==> src/hdl/cpc_pkg.sv <==
package cpc_pkg;

    // ==========================================================
    // Bus geometry
    localparam int ADDR_W = 12;
    localparam int IDX_W = 10;
    localparam int NREG = 6;

    // ==========================================================
    // Register indices (byte address is four times the index)
    localparam logic [IDX_W-1:0] IDX_PLL_CTRL = 10'h010;
    localparam logic [IDX_W-1:0] IDX_ABL = 10'h017;
    localparam logic [IDX_W-1:0] IDX_CAL = 10'h018;
    localparam logic [IDX_W-1:0] IDX_PDIV = 10'h1e0;
    localparam logic [IDX_W-1:0] IDX_DSRC = 10'h1e1;
    localparam logic [IDX_W-1:0] IDX_CPCUR = 10'h1f0;
    localparam logic [IDX_W-1:0] IDX_STAT = 10'h1f1;
    localparam logic [IDX_W-1:0] IDX_UPD = 10'h232;

    // Slot order of the shadowed registers
    localparam int S_PLL = 0;
    localparam int S_ABL = 1;
    localparam int S_CAL = 2;
    localparam int S_PDIV = 3;
    localparam int S_DSRC = 4;
    localparam int S_CPCUR = 5;
    localparam logic [IDX_W-1:0] REG_IDX [NREG] = '{IDX_PLL_CTRL, IDX_ABL, IDX_CAL,
                                                    IDX_PDIV, IDX_DSRC, IDX_CPCUR};
    localparam logic [7:0] REG_MASK [NREG] = '{8'hf3, 8'h03, 8'h01, 8'h07, 8'h03, 8'h07};
    localparam logic [7:0] REG_RST [NREG] = '{8'h01, 8'h00, 8'h00, 8'h02, 8'h00, 8'h00};

    // ==========================================================
    // Field positions and codes
    localparam int PWR_LSB = 0;
    localparam int CPM_LSB = 4;
    localparam int POL_BIT = 7;
    localparam int CAL_BIT = 0;
    localparam int BYP_BIT = 0;
    localparam int SRC_BIT = 1;
    localparam logic [1:0] PWR_NORMAL = 2'h0;
    localparam logic [1:0] PWR_ASYNC_PD = 2'h1;
    localparam logic [2:0] CPM_HIZ = 3'h0;
    localparam logic [2:0] CPM_UP = 3'h1;
    localparam logic [2:0] CPM_DOWN = 3'h2;
    localparam logic [2:0] CPM_NORMAL = 3'h3;
    localparam logic [7:0] UPD_CODE = 8'h01;
    localparam logic [2:0] PDIV_MAX_CODE = 3'h4;
    localparam logic [2:0] PDIV_BASE = 3'h2;
    localparam logic [3:0] ABL_BASE_CYCLES = 4'h1;
    localparam int ST_CAL_BUSY = 0;
    localparam int ST_CAL_DONE = 1;
    localparam int ST_PDIV_RSVD = 2;

    // ==========================================================
    // Timing
    localparam int CLK_PERIOD_NS = 8;
    localparam int CAL_TIME_NS = 2000;
    localparam int CAL_CYCLES = (CAL_TIME_NS + CLK_PERIOD_NS - 1) / CLK_PERIOD_NS;

endpackage

==> src/hdl/cpc_postdiv.sv <==
`timescale 1ns/100ps
module cpc_postdiv (
    // Clock and reset
    input wire logic pclk,
    input wire logic presetn,
    // Control
    input wire logic in_tick,
    input wire logic bypass,
    input wire logic [2:0] ratio_code,
    // Result
    output logic out_tick,
    output logic code_reserved
);
    import cpc_pkg::*;

    logic [2:0] cnt;
    wire logic [2:0] last = ratio_code + 3'h1;
    wire logic valid = (ratio_code <= PDIV_MAX_CODE);
    wire logic wrap = in_tick && (cnt == last);

    assign code_reserved = !valid;

    // Reserved codes leave the divider static rather than guessing a ratio
    always_ff @(posedge pclk or negedge presetn) begin
        if (!presetn) begin
            cnt <= 3'h0;
        end else if (bypass || !valid || wrap) begin
            cnt <= 3'h0;
        end else if (in_tick) begin
            cnt <= cnt + 3'h1;
        end
    end

    always_ff @(posedge pclk or negedge presetn) begin
        if (!presetn) begin
            out_tick <= 1'b0;
        end else begin
            out_tick <= bypass ? in_tick : (valid && wrap);
        end
    end

endmodule

==> src/hdl/cpc_pfd.sv <==
`timescale 1ns/100ps
module cpc_pfd (
    // Clock and reset
    input wire logic pclk,
    input wire logic presetn,
    // Settings
    input wire logic enable,
    input wire logic polarity_neg,
    input wire logic [1:0] abl_code,
    input wire logic [2:0] cp_mode,
    // Divider edges
    input wire logic ref_rise,
    input wire logic fb_rise,
    // Pump commands
    output logic pump_up,
    output logic pump_down,
    output logic pump_hiz
);
    import cpc_pkg::*;

    logic up_q;
    logic dn_q;
    logic [3:0] abl_cnt;
    wire logic both = up_q && dn_q;
    wire logic abl_end = both && (abl_cnt >= ABL_BASE_CYCLES + {2'b00, abl_code});
    wire logic run = enable && (cp_mode == CPM_NORMAL);
    wire logic lead = polarity_neg ? dn_q : up_q;
    wire logic lag = polarity_neg ? up_q : dn_q;
    logic next_up;
    logic next_dn;

    always_comb begin
        next_up = 1'b0;
        next_dn = 1'b0;
        if (!enable) begin
            next_up = 1'b0;
        end else if (cp_mode == CPM_UP) begin
            next_up = 1'b1;
        end else if (cp_mode == CPM_DOWN) begin
            next_dn = 1'b1;
        end else if (run) begin
            next_up = lead;
            next_dn = lag;
        end
    end

    // Both sides stay on for the antibacklash width to kill the dead zone
    always_ff @(posedge pclk or negedge presetn) begin
        if (!presetn) begin
            up_q <= 1'b0;
            dn_q <= 1'b0;
            abl_cnt <= 4'h0;
        end else if (!run || abl_end) begin
            up_q <= 1'b0;
            dn_q <= 1'b0;
            abl_cnt <= 4'h0;
        end else begin
            up_q <= up_q || ref_rise;
            dn_q <= dn_q || fb_rise;
            abl_cnt <= both ? abl_cnt + 4'h1 : 4'h0;
        end
    end

    always_ff @(posedge pclk or negedge presetn) begin
        if (!presetn) begin
            pump_up <= 1'b0;
            pump_down <= 1'b0;
            pump_hiz <= 1'b1;
        end else begin
            pump_up <= next_up;
            pump_down <= next_dn;
            pump_hiz <= !enable || !(run || cp_mode == CPM_UP || cp_mode == CPM_DOWN);
        end
    end

endmodule

==> src/hdl/cpc_top.sv <==
// Function
// - Power field 00 runs PLL, 01 powers down
// - Bypass bit 0 uses post-divider, 1 bypasses
// - Source bit 1 oscillator, 0 external clock
// - Post-divider ratio field selects 2 to 6
// - Calibration bit set plus update starts calibration (here only when the committed bit was 0 and no run is in progress)
// - Settings go active only on update 0x01
// - Polarity 0 positive, 1 negative
// - Antibacklash field sets dead-zone pulse width
// - Pump mode: hiz, normal, forced up, down
// - Pump current code has eight steps
// - Detector compares dividers, commands pump direction
// - Reset: PLL down, ratio four, divider, external
//
// Decided for this implementation: register access over APB.
`timescale 1ns/100ps
module cpc_top (
    // Clock and reset
    input wire logic pclk,
    input wire logic presetn,
    // APB slave
    input wire logic [cpc_pkg::ADDR_W-1:0] paddr,
    input wire logic psel,
    input wire logic penable,
    input wire logic pwrite,
    input wire logic [31:0] pwdata,
    input wire logic [3:0] pstrb,
    output logic [31:0] prdata,
    output logic pready,
    output logic pslverr,
    // Pins from the clock path
    input wire logic ref_div_in,
    input wire logic fb_div_in,
    input wire logic osc_clk_in,
    input wire logic ext_clk_in,
    // Clock path controls
    output logic pll_power_down,
    output logic dist_src_osc,
    output logic postdiv_bypass,
    output logic dist_tick,
    output logic osc_cal_start,
    output logic osc_cal_busy,
    // Charge pump
    output logic pump_up,
    output logic pump_down,
    output logic pump_hiz,
    output logic [2:0] pump_current_code
);
    import cpc_pkg::*;

    // ==========================================================
    // Pin synchronisers
    logic [3:0] sync1;
    logic [3:0] sync2;
    logic [3:0] sync3;
    wire logic [3:0] pins = {ext_clk_in, osc_clk_in, fb_div_in, ref_div_in};
    wire logic [3:0] rise = sync2 & ~sync3;

    genvar gi;
    generate
        for (gi = 0; gi < 4; gi++) begin : g_sync
            always_ff @(posedge pclk or negedge presetn) begin
                if (!presetn) begin
                    sync1[gi] <= 1'b0;
                    sync2[gi] <= 1'b0;
                    sync3[gi] <= 1'b0;
                end else begin
                    sync1[gi] <= pins[gi];
                    sync2[gi] <= sync1[gi];
                    sync3[gi] <= sync2[gi];
                end
            end
        end
    endgenerate

    // ==========================================================
    // APB decode
    wire logic [IDX_W-1:0] idx = paddr[ADDR_W-1:2];
    wire logic aligned = (paddr[1:0] == 2'b00);
    wire logic access = psel && penable;
    wire logic setup = psel && !penable;
    wire logic wr_lane = pwrite && pstrb[0];
    wire logic [7:0] wbyte = pwdata[7:0];
    wire logic hit_upd = aligned && (idx == IDX_UPD);
    wire logic hit_stat = aligned && (idx == IDX_STAT);
    logic [NREG-1:0] hit_reg;
    wire logic mapped = (|hit_reg) || hit_upd || hit_stat;
    wire logic wr_ok = access && wr_lane && pready;

    assign pready = 1'b1;
    assign pslverr = access && !mapped;

    // ==========================================================
    // Shadow and active registers
    logic [7:0] shadow [NREG];
    logic [7:0] active [NREG];
    wire logic upd_pulse = wr_ok && hit_upd && (wbyte == UPD_CODE);

    generate
        for (gi = 0; gi < NREG; gi++) begin : g_reg
            assign hit_reg[gi] = aligned && (idx == REG_IDX[gi]);
            always_ff @(posedge pclk or negedge presetn) begin
                if (!presetn) begin
                    shadow[gi] <= REG_RST[gi];
                end else if (wr_ok && hit_reg[gi]) begin
                    shadow[gi] <= wbyte & REG_MASK[gi];
                end
            end
            // Nothing reaches the hardware until software commits it
            always_ff @(posedge pclk or negedge presetn) begin
                if (!presetn) begin
                    active[gi] <= REG_RST[gi];
                end else if (upd_pulse) begin
                    active[gi] <= shadow[gi];
                end
            end
        end
    endgenerate

    // ==========================================================
    // Active fields
    wire logic [1:0] act_pwr = active[S_PLL][PWR_LSB +: 2];
    wire logic [2:0] act_cpm = active[S_PLL][CPM_LSB +: 3];
    wire logic act_pol = active[S_PLL][POL_BIT];
    wire logic [1:0] act_abl = active[S_ABL][1:0];
    wire logic act_cal = active[S_CAL][CAL_BIT];
    wire logic [2:0] act_ratio = active[S_PDIV][2:0];
    wire logic act_byp = active[S_DSRC][BYP_BIT];
    wire logic act_src = active[S_DSRC][SRC_BIT];
    wire logic pll_on = (act_pwr == PWR_NORMAL);

    // Only 00 runs the loop; every other code is treated as powered down
    assign pll_power_down = !pll_on;
    assign dist_src_osc = act_src;
    assign postdiv_bypass = act_byp;
    assign pump_current_code = active[S_CPCUR][2:0];

    // ==========================================================
    // Distribution source and post-divider
    wire logic src_tick = act_src ? rise[2] : rise[3];
    logic pdiv_rsvd;

    cpc_postdiv u_postdiv (
        .pclk(pclk),
        .presetn(presetn),
        .in_tick(src_tick),
        .bypass(act_byp),
        .ratio_code(act_ratio),
        .out_tick(dist_tick),
        .code_reserved(pdiv_rsvd)
    );

    // ==========================================================
    // Phase detector and charge pump
    cpc_pfd u_pfd (
        .pclk(pclk),
        .presetn(presetn),
        .enable(pll_on),
        .polarity_neg(act_pol),
        .abl_code(act_abl),
        .cp_mode(act_cpm),
        .ref_rise(rise[0]),
        .fb_rise(rise[1]),
        .pump_up(pump_up),
        .pump_down(pump_down),
        .pump_hiz(pump_hiz)
    );

    // ==========================================================
    // Oscillator calibration
    typedef enum logic [1:0] {CPC_IDLE, CPC_START, CPC_RUN} cpc_cal_t;
    cpc_cal_t cal_state;
    cpc_cal_t next_cal_state;
    logic [15:0] cal_cnt;
    logic cal_done;
    // Only a 0 to 1 edge of the committed bit starts a run, so a
    // repeat needs the clear-then-set sequence from software
    wire logic cal_req = upd_pulse && shadow[S_CAL][CAL_BIT] && !act_cal;
    wire logic cal_last = (cal_cnt == 16'(CAL_CYCLES - 1));
    wire logic done_set = (cal_state == CPC_RUN) && cal_last;
    wire logic done_clr = wr_ok && hit_stat && wbyte[ST_CAL_DONE];

    always_comb begin
        next_cal_state = cal_state;
        case (cal_state)
            CPC_IDLE: begin
                if (cal_req) begin
                    next_cal_state = CPC_START;
                end
            end
            CPC_START: begin
                next_cal_state = CPC_RUN;
            end
            CPC_RUN: begin
                if (cal_last) begin
                    next_cal_state = CPC_IDLE;
                end
            end
            default: begin
                next_cal_state = CPC_IDLE;
            end
        endcase
    end

    always_ff @(posedge pclk or negedge presetn) begin
        if (!presetn) begin
            cal_state <= CPC_IDLE;
            cal_cnt <= 16'h0000;
        end else begin
            cal_state <= next_cal_state;
            cal_cnt <= (cal_state == CPC_RUN) ? cal_cnt + 16'h0001 : 16'h0000;
        end
    end

    // Completion wins over a simultaneous software clear
    always_ff @(posedge pclk or negedge presetn) begin
        if (!presetn) begin
            cal_done <= 1'b0;
        end else if (done_set) begin
            cal_done <= 1'b1;
        end else if (done_clr) begin
            cal_done <= 1'b0;
        end
    end

    assign osc_cal_start = (cal_state == CPC_START);
    assign osc_cal_busy = (cal_state != CPC_IDLE);

    // ==========================================================
    // Read data
    logic [7:0] rd_byte;
    wire logic [7:0] stat_byte = {5'h00, pdiv_rsvd, cal_done, osc_cal_busy};

    always_comb begin
        rd_byte = 8'h00;
        for (int i = 0; i < NREG; i++) begin
            if (hit_reg[i]) begin
                rd_byte = shadow[i];
            end
        end
        if (hit_stat) begin
            rd_byte = stat_byte;
        end
    end

    // Captured in setup so the zero-wait access phase sees it stable
    always_ff @(posedge pclk or negedge presetn) begin
        if (!presetn) begin
            prdata <= 32'h00000000;
        end else if (setup && !pwrite) begin
            prdata <= {24'h000000, rd_byte};
        end
    end
endmodule

==> config.mk <==
export PLATFORM = sky130hd
export DESIGN_NAME = cpc_top
export DESIGN_NICKNAME = d
export VERILOG_FILES = /design/src/hdl/cpc_pkg.sv /design/src/hdl/cpc_postdiv.sv /design/src/hdl/cpc_pfd.sv /design/src/hdl/cpc_top.sv
export SDC_FILE = /design/constraint.sdc
export NUM_CORES = 1
export LEC_CHECK = 0
export ABC_AREA = 0
export BUFFER_PORTS_ARGS = -buffer_cell sky130_fd_sc_hd__buf_2
export CAP_MARGIN = 25
export CORE_MARGIN = 2
export CORE_UTILIZATION = 53
export CTS_CLUSTER_SIZE = 24
export DETAILED_ROUTE_END_ITERATION = 10
export GPL_TIMING_DRIVEN = 0
export PLACE_DENSITY_LB_ADDON = 0.08
export SETUP_SLACK_MARGIN = 0.15
export SYNTH_ARGS = -nofsm -noshare
export SYNTH_HDL_FRONTEND = slang
export SYNTH_SLANG_ARGS = --single-unit
==> constraint.sdc <==
create_clock -name pclk -period 2.3 [get_ports pclk]
set_clock_uncertainty 0.1 [all_clocks]
set_input_delay 0.345 -clock pclk [delete_from_list [all_inputs] [get_ports pclk]]
set_output_delay 0.345 -clock pclk [all_outputs]
set_load 0.05 [all_outputs]
# After elaboration in Yosys (flattened, before gate mapping)
# Index checks and enable logic that the tools add are counted.
# totals
memories	0
ram_bits	0
input_bits	57
latchBits	0
reg_bits	86
elab_cells	152
rom_bits	0
# op_classes
n_mul	0
eq_ne	18
n_shift	0
n_reduce_logical	58
magnitude_cmp	2
n_addsub	5
div	0
mux	31
n_bitwise	2
# op_table
operator	n
two-way mux 8 bit	7
equality test 10 x 9 -> 1 bit (second input constant)	4
logical AND 1 bit	32
equality test 10 x 5 -> 1 bit (second input constant)	3
adder 16 x 1 -> 16 bit (second input constant)	1
equality test 16 x 8 -> 1 bit (second input constant)	1
two-way mux 1 bit	16
two-way mux 16 bit	1
equality test 10 bit (second input constant)	1
logical OR 1 bit	10
equality test 8 x 1 -> 1 bit (second input constant)	1
zero test 1 bit	8
two-way mux 4 bit	2
adder 3 x 1 -> 3 bit (second input constant)	2
equality test 3 x 2 -> 1 bit (second input constant)	2
zero test 2 bit	3
two-way mux 3 bit	2
one-hot mux 2 bit (3 select lines)	1
nonzero test 2 bit	3
OR reduction 6 bit	1
adder 4 x 1 -> 4 bit (second input constant)	1
AND 4 bit	1
greater-or-equal comparator 4 bit	1
two-way mux 2 bit	2
other kinds (9)	10

# Logic depth before layout (Yosys ltp)
# Gate-level depths: netlist of the first run.
# logic_depth
ltp_word	9
depth_mapped	8

# Modules after synthesis
# From an unflattened synthesis of the first run, not the netlist that was laid out.
# unflattened
cells_unflattened	353
area_unflattened_um2	4171.5
# by_module_without_submodules
module	cells_per_inst	area_each_um2	instances	seq_area_each_um2
cpc_top	286	3433.3	1	1806.7
cpc_pfd	44	471.7	1	226.5
cpc_postdiv	23	266.5	1	100.1

# Least setup slack after synthesis of the first run
# OpenSTA, ideal clock, no wires.
# synth_timing
path_type	input -> output
startpoint	input paddr[2] (netlist name)
endpoint	output pslverr
t_arrival_ps	1615
path_buffers	1
required_ps	1855
setup_slack_ps	240
stages	6
path_cell_list	buf_6 > and4b_2 > a21o_1 > nand2_1 > a21oi_1 > nor2_1
# synth_between
elab_chain_len	7
elab_cells_between_ends	21
# synth_lines
element	line_no	rtl
start, declared	cpc_top.sv:22	input wire logic [cpc_pkg::ADDR_W-1:0] paddr,
equality test 10 x 5 -> 1 bit / equality test 10 x 9 -> 1 bit (equally long branches)	cpc_top.sv:101	assign hit_reg[gi] = aligned && (idx == REG_IDX[gi]);
logical AND 1 bit	cpc_top.sv:101	
OR reduction 6 bit	cpc_top.sv:87	wire logic mapped = (|hit_reg) || hit_upd || hit_stat;
logical OR 1 bit	cpc_top.sv:87	
logical OR 1 bit *	cpc_top.sv:87	
zero test 1 bit *	cpc_top.sv:91	assign pslverr = access && !mapped;
logical AND 1 bit *	cpc_top.sv:91	
end, declared	cpc_top.sv:30	output logic pslverr,
# Every way passes the cells marked *; elsewhere a longest branch is shown, timed or not.

# Final worst setup path of the first run
# Ends and elaborated chain as after synthesis.

==> impl_summary.txt, run 1 <==
----------------------------------------------------
[Outcome]
  Outcome ... completed

[Worst hold path]
  Min-Delay Path Class ... in2reg

[Clock tree]
  TritonCTS buffer count ... 9
  Deepest level of the CTS H-tree ... 3
  Cell at the root of the clock tree ... clkbuf_8
  Clock latency reported for the late side of the worst-skew pair ... 0.35 ns
  Worst-case clock buffer depth ... 2
  CTS tree ... built
  CTS clk-pin slew, worst paths ... 0.08 ns
  TritonCTS Sinks ... 85

[Final layout]
  Ant diodes ... 0
  Area occupied by multi-input gates ... 1810 µm²
  Fraction of layout instances using a drive strength above 1 ... 32.3%
  Post-synthesis to final-layout area growth ... 18.5%
  Sequential cell area in the final layout ... 2130 µm²
  Top library cells by usage in the layout, fill and taps aside ... 80 x dfrtp_1, 48 x buf_2, 30 x nor2_1
  Total of fill cells in the finished design ... 605
  Final std cells w/o fill ... 563
  Final net count ... 523
  Commonest non-fill, non-tap cell in the layout ... dfrtp_1

[Critical path]
  Register-to-register setup slack ... 0.22 ns
  Critical Path Sink Type ... output pin
  Required time worst endpoint ... 1.86 ns
  Arrival time reported for the critical path endpoint ... 1.65 ns
  Worst Path Class, Setup ... in2out
  Worst Path Max Fanout ... 10
  Element type at the critical path start ... input port

[Synthesis]
  Asr flop ratio synth ... 100%
  Summed instance area of the synthesized netlist ... 4150 µm²
  Multiplexer share of the synthesized area ... 10.7%
  Compound-Gate Fraction of Synth Area ... 6.81%
  Proportion of synthesized chip area in sequential cells ... 51.4%
  Register bit total from synthesis ... 85
  Number of enable flip-flop cells after synthesis ... 0
  Top cells by area, synth ... dfrtp_1 48%, mux2_2 7.6%, buf_4 4.7%
  Per-instance average area after synthesis ... 11.3 µm²
  XOR/XNOR share of the synthesized area ... 3.80%
  Post-synthesis adder-cell area fraction ... 3.01%
  Post-synth top area cell ... dfrtp_1
  Count of distinct cell types in the synthesized netlist ... 56
  Dominant combinational cell family by area after synthesis ... simple AND/OR/NAND/NOR gates
  Syn Inst Count ... 366
  Dominant register cell in the synthesized netlist ... dfrtp_1
  Count of synthesis-stage warnings from yosys ... 0
  Proportion of netlist area held by the largest area contributor ... 48.2%
  Simple-gate share of the synthesized area ... 16.1%

[Routing]
  Post-route antenna net violation count ... 0
  Wire length after detailed routing ... 7.75 mm
  Via density per instance ... 5.04
  Remaining design rule violation count ... 0
  Number of detailed-route iterations in the first pass ... 4
  Total number of vias ... 2840
  Violation count after the first detailed-routing iteration ... 114
  Routed wire per std cell ... 13.8 µm

[STA]
  Max Fclk ... 477 MHz
  Hold violation count in the final report ... 0
  Final number of max-transition violations ... 0
  Ratio of final minimum period to clock period ... 91.1%
  Max_slew headroom ... 61.1%
  Final min period ... 2.09 ns
  RSZ-0062 raised after global routing ... no
  Final setup slack of the worst path ... 0.206 ns
  Worst-Margin Slew ... 0.581 ns
  TNS Setup ... 0 ns
  Final-report setup violation count ... 0

[Power and ir drop]
  Pint ... 0.00220 W
  Part of the total power dissipated in the clock network ... 34.6%
  Share of power burned in registers ... 52.6%
  Total power density per cell area ... 605 nW/µm²
  Leakage dissipation ... 2.38 nW
  Combinational Power Share ... 12.8%
  Worst-case vdd ir drop ... 0.000379 V
  Switching portion of total power ... 26.0%
  Switching power total ... 0.000772 W

[Global routing]
  Met2 Resource Use GR ... 29.0%
  Pin count of the biggest net entering global routing ... 72
  M3 GR Usage ... 5.04%
  Wire length of the first global-routing pass ... 12.8 mm
  Global route hottest layer ... met2
  Total gr overflow ... 0
  Number of antenna violations at the first check in global routing ... 0
  Number of global-route vias before repair ... 2642
  Total routing resource utilization after global routing ... 19.3%
  Global-route track usage on met1 ... 26.7%

[Die]
  Num rows ... 32
  DIE HEIGHT ... 92.5 µm
  Die footprint ... 8550 µm²
  Initial cell density of the core ... 54.3%
  Top-level port count ... 103
  Die Wd ... 92.5 µm
  Area of the core ... 7650 µm²

[Job]
  Max Cap Violations ... 0

[Placement]
  Setup WS pre-CTS ... 0.0704 ns
  Number of buffer cells added on primary ports ... 48
  Gpl congestion ... 0.865
  Inst Count DP ... 541
  HPWL after detailed placement ... 5.47 mm

----------------------------------------------------
==> per-layer routing <==
layer / part of all wire (%) / routed length, µm
met1: 49 / 3770
met2: 44 / 3420
met3: 5.3 / 411
met4: 1.7 / 135
met5: 0 / 0
==> layout make-up <==
| type | count | area share, % |
|---|---|---|
| Sequential cell | 85 | 43.4 |
| Multi-Input combinational cell | 254 | 36.7 |
| Timing Repair Buffer | 55 | 6.66 |
| Buffer | 35 | 5.47 |
| Clock buffer | 12 | 2.95 |
| Tap cell | 102 | 2.59 |
| Inverter | 16 | 1.22 |
| Clock inverter | 4 | 0.992 |
==> kinds of logic after synthesis <==
logic type / Yosys count
AOI/OAI and AO/OA: 43
xor gates and xnor gates: 18
adders and majority gates: 10
buffers and inverters: 51
DFF: 85
muxes: 39
other: 2
and+or+nand+nor: 118
==> worst max-delay path, cell delays in order <==
cell and delay, ns:
buf_2 0.12, buf_6 0.13, or4_4 0.57, o2111ai_1 0.21, nor2_1 0.06, buf_2 0.21
==> per-stage QoR <==
step	power [W]	instance area (µm²)	hold slack, ns	util, %
final	0.00297	4920	0.139	64.3
after CTS	0.00300	4900	0.125	64.0
after global placement	0.00196	4610	0.232	60.3
after detailed placement	0.00197	4640	0.118	60.7
after global routing	0.00311	4920	0.131	64.3
after floorplan	0.00187	4240	-0.0506	-
==> timing repair <==
item | CTS | global route
setup endpoints to repair | 5 | 5
hold buffers | 5 | 0
gates resized for setup | 2 | 4
hold endpoints to repair | 18 | 0
buffers inserted | 1 | 0
pin swaps | 2 | 3
==> registers in the layout (all words and copies together), names as in the netlist, 4 cells and up <==
name           cells
shadow            17
cal_cnt           16
prdata             7
sync1              4
sync2              4
sync3              4
u_pfd.abl_cnt      4
==> Yosys cell counts, drive strengths merged, types with 10 or more instances <==
master   n
dfrtp   80
mux2    35
nor2    33
buf     31
nand2   19
inv     16
a21oi   14
nand3   12
ha      10
xor2    10
==> worst paths after layout <==
| check | from | to | depth (start not counted) |
|---|---|---|---|
| min in group asynchronous | presetn | prdata[4] | 2 |
| setup reg to reg | act_abl[0] | u_pfd.abl_cnt[3] | 7 |
| hold / removal | pwdata[5] | shadow[45] | 2 |
| setup / recovery | paddr[2] | pslverr | 6 |
| hold reg to reg | sync1[3] | sync2[3] | 0 |
| max in group asynchronous | presetn | u_pfd.pump_hiz | 3 |
==> power groups by stage <==
| stage | clock, W | combinational (W) | sequential [W] |
|---|---|---|---|
| global route | 0.00112 | 0.000419 | 0.00157 |
| finish | 0.00103 | 0.000381 | 0.00156 |
| CTS | 0.00106 | 0.000382 | 0.00157 |
| detailed placement | 0 | 0.000374 | 0.00159 |
| floorplan | 0 | 0.000258 | 0.00161 |
| global placement | 0 | 0.000363 | 0.00159 |
Power figures use the tool's default switching activity.
==> run 2: changes to the inputs <==
- SLEW_MARGIN: not set -> 20
- SYNTH_HIERARCHICAL: not set -> 1
==> run 2 against run 1 <==
  * Worst setup slack gained 0.13 ns
  * Die area grew 0.49%
  * Register-to-register slack gained 0.29 ns
  * Sequential share of layout area is essentially flat
  * Hold slack lost 0.0026 ns
  * Largest cell class unchanged
  * Critical path type unchanged
  * Sequential power is essentially flat
  * Critical endpoint unchanged
  * Clock power is essentially flat
  * Routed wire length grew 4.8%
  * Core utilization shrank 0.32 points
  * Non-clock buffer count shrank 1
==> impl_summary.txt, run 2 <==
----------------------------------------------------
[Outcome]
  Outcome ... completed

[Critical path]
  Library cell appearing most often on the critical path ... buf_2
  Number of cells traversed by the worst register-to-register path ... 5
  Critical Path Slowest Stage Cell ... nor4b_1
  Element type at the critical path start ... input port
  Number of logic stages on the critical path including buffering ... 7
  Arrival time reported for the critical path endpoint ... 1.52 ns
  Critical Path Sink Type ... output pin
  Delay of the slowest critical-path stage ... 0.30 ns
  Buffers and inverters on the worst path ... 3
  Worst Path Max Fanout ... 10
  Cell family with most CP delay ... buffers and inverters
  Required time worst endpoint ... 1.86 ns
  Worst Path Class, Setup ... in2out
  Critical-path cell list ... buf_2 -> buf_2 -> nor4b_1 -> nand3_1 -> nand2_1 -> a21oi_1 -> buf_2

[Synthesis]
  Proportion of netlist area held by the largest area contributor ... 48.0%
  Top cells by area, synth ... dfrtp_1 48%, mux2_2 7.0%, buf_4 4.7%
  Per-instance average area after synthesis ... 11.8 µm²
  Register bit total from synthesis ... 85
  Syn Inst Count ... 353
  Count of distinct cell types in the synthesized netlist ... 58
  Summed instance area of the synthesized netlist ... 4170 µm²
  Number of enable flip-flop cells after synthesis ... 0
  Asr flop ratio synth ... 100%
  Proportion of synthesized chip area in sequential cells ... 51.1%
  Most frequently used cell type in the post-synthesis netlist ... dfrtp_1
  Dominant register cell in the synthesized netlist ... dfrtp_1
  Count of synthesis-stage warnings from yosys ... 6
  Most instantiated cells after synthesis ... 80 x dfrtp_1, 26 x buf_4, 26 x mux2_2
  Post-synth top area cell ... dfrtp_1

[Final layout]
  Largest reg by FF count ... shadow
  Layout Cell Area excl Fill ... 4920 µm²
  Commonest non-fill, non-tap cell in the layout ... dfrtp_1
  Final net count ... 510
  Flip-flop count of the largest register, all copies and words added ... 17
  Top library cells by usage in the layout, fill and taps aside ... 80 x dfrtp_1, 51 x buf_2, 27 x buf_4
  Fraction of layout instances using a drive strength above 1 ... 33.5%
  Ant diodes ... 0
  Post-synthesis to final-layout area growth ... 17.9%
  Final std cells w/o fill ... 550
  Largest registers ... shadow: 17 flops, cal_cnt: 16 flops, prdata: 7 flops

[Die]
  Die footprint ... 8600 µm²
  DIE HEIGHT ... 92.7 µm
  Initial cell density of the core ... 54.3%
  Area of the core ... 7690 µm²
  Num rows ... 32
  Top-level port count ... 103
  Die Wd ... 92.7 µm

[Clock tree]
  TritonCTS buffer count ... 9
  Cell at the root of the clock tree ... clkbuf_8
  Clock latency reported for the late side of the worst-skew pair ... 0.36 ns
  TritonCTS Sinks ... 85
  Deepest level of the CTS H-tree ... 3
  Worst-case clock buffer depth ... 2
  Setup Buffers After CTS ... 0
  CTS tree ... built
  CTS clk-pin slew, worst paths ... 0.09 ns

[Global routing]
  Pin count of the biggest net entering global routing ... 57
  Wire length of the first global-routing pass ... 13.6 mm
  Total gr overflow ... 0
  Total routing resource utilization after global routing ... 20.2%
  Number of global-route vias before repair ... 2851
  Number of antenna violations at the first check in global routing ... 0

[STA]
  Final-report setup violation count ... 0
  Max Fclk ... 509 MHz
  Ratio of final minimum period to clock period ... 85.4%
  Final min period ... 1.97 ns
  Final number of max-transition violations ... 0
  TNS Setup ... 0 ns
  Hold violation count in the final report ... 0
  RSZ-0062 raised after global routing ... no
  Max_slew headroom ... 57.7%
  Worst-Margin Slew ... 0.627 ns

[Job]
  Max Cap Violations ... 0

[Placement]
  Inst Count DP ... 529
  Number of buffer cells added on primary ports ... 49
  Post-place instance area ... 4660 µm²
  HPWL after detailed placement ... 5.85 mm
  Gpl congestion ... 0.904

[Routing]
  Total number of vias ... 2841
  Violation count after the first detailed-routing iteration ... 104
  Routed wire per std cell ... 14.8 µm
  Number of detailed-route iterations in the first pass ... 4
  Wire length after detailed routing ... 8.12 mm
  Post-route antenna net violation count ... 0
  Remaining design rule violation count ... 0
  Via density per instance ... 5.17

[Power and ir drop]
  Total power density per cell area ... 604 nW/µm²
  Total power ... 0.00297 W
  Leakage dissipation ... 2.35 nW
  Worst-case vdd ir drop ... 0.000358 V

[Worst hold path]
  Hold Path Stages ... 2
  Min-Delay Path Class ... in2reg

----------------------------------------------------
## run 2: cell count changes in the layout (fill, tap and decap cells not counted), sizes merged, moves of 3 or more
| cell | previous run | this run |
|---|---|---|
| nor2b | 2 | 7 |
| nor3 | 8 | 5 |
| inv | 16 | 12 |
| nor4 | 4 | 8 |
| and4 | 3 | 6 |
| nand4 | 7 | 4 |
| nor2 | 33 | 21 |
| a21oi | 14 | 8 |
## run 2: logic make-up (layout without fill, tap and decap cells)
family | Yosys count | in the layout | share of synthesized area, %
AOI/OAI and AO/OA | 40 | 40 | 6.93
xor gates and xnor gates | 17 | 17 | 3.90
adders and majority gates | 10 | 10 | 3.00
buffers and inverters | 45 | 116 | 6.87
DFF | 85 | 85 | 51.1
muxes | 41 | 41 | 11.8
other | 2 | 26 | 0.180
and+or+nand+nor | 113 | 113 | 16.2
## run 2: cell type report
type / instances / area [µm²]
Buffer: 34 / 245
Clock buffer: 10 / 128
Clock inverter: 6 / 71.3
Fill cell: 652 / 2770
Inverter: 11 / 41.3
Multi-Input combinational cell: 247 / 1850
Sequential cell: 85 / 2130
Tap cell: 102 / 128
Timing Repair Buffer: 55 / 325
## run 2: routing by layer
layer | wire, µm | vias to the layer above | GRT usage [%]
met1 | 3860 | 1366 | 28.3
met4 | 95 | 0 | 6.37
met3 | 388 | 10 | 4.39
li1 | - | 1389 | -
met2 | 3770 | 76 | 31.8
met5 | 0 | - | 0
## run 2: stage by stage
step / util [%] / setup slack (ns) / hold slack [ns]
6_report: 64.0 / 0.335 / 0.136
5_1_grt: 64.0 / 0.190 / 0.131
4_1_cts: 63.9 / 0.230 / 0.127
3_5_place_dp: 60.7 / 0.0998 / 0.204
3_3_place_gp: 60.3 / 0.104 / 0.234
2_1_floorplan: - / 0.355 / -0.0506
## run 2: repair_timing
item | in CTS | in global routing
hold buffers | 5 | 0
endpoints found under the hold margin | 30 | 0
endpoints found under the setup margin | 0 | 1
gates resized for setup | 0 | 1
## run 2: worst reg2reg max path, stage by stage, from the launching register on
cell,delay [ns]
dfrtp_1,0.42
ha_1,0.20
nand3_1,0.21
nand2b_1,0.25
or4_1,0.48
nand2_1,0.08
## run 2: where the power goes
part / switching, W / leakage, nW / internal (W) / total [W]
Clock: 0.000553 / 0.0931 / 0.000510 / 0.00106
Combinational: 0.000217 / 1.12 / 0.000133 / 0.000350
Sequential: 0.0000276 / 1.14 / 0.00153 / 0.00156
## run 2: worst paths after layout
check / start / end / slack (ns)
setup reg to reg: cal_cnt[0] / cal_cnt[14] / 0.51
max in group asynchronous: presetn / shadow[40] / 1.10
hold reg to reg: sync1[0] / sync2[0] / 0.25
setup / recovery: paddr[2] / pslverr / 0.33
hold / removal: pwdata[6] / shadow[46] / 0.14
min in group asynchronous: presetn / act_cpm[1] / 0.36
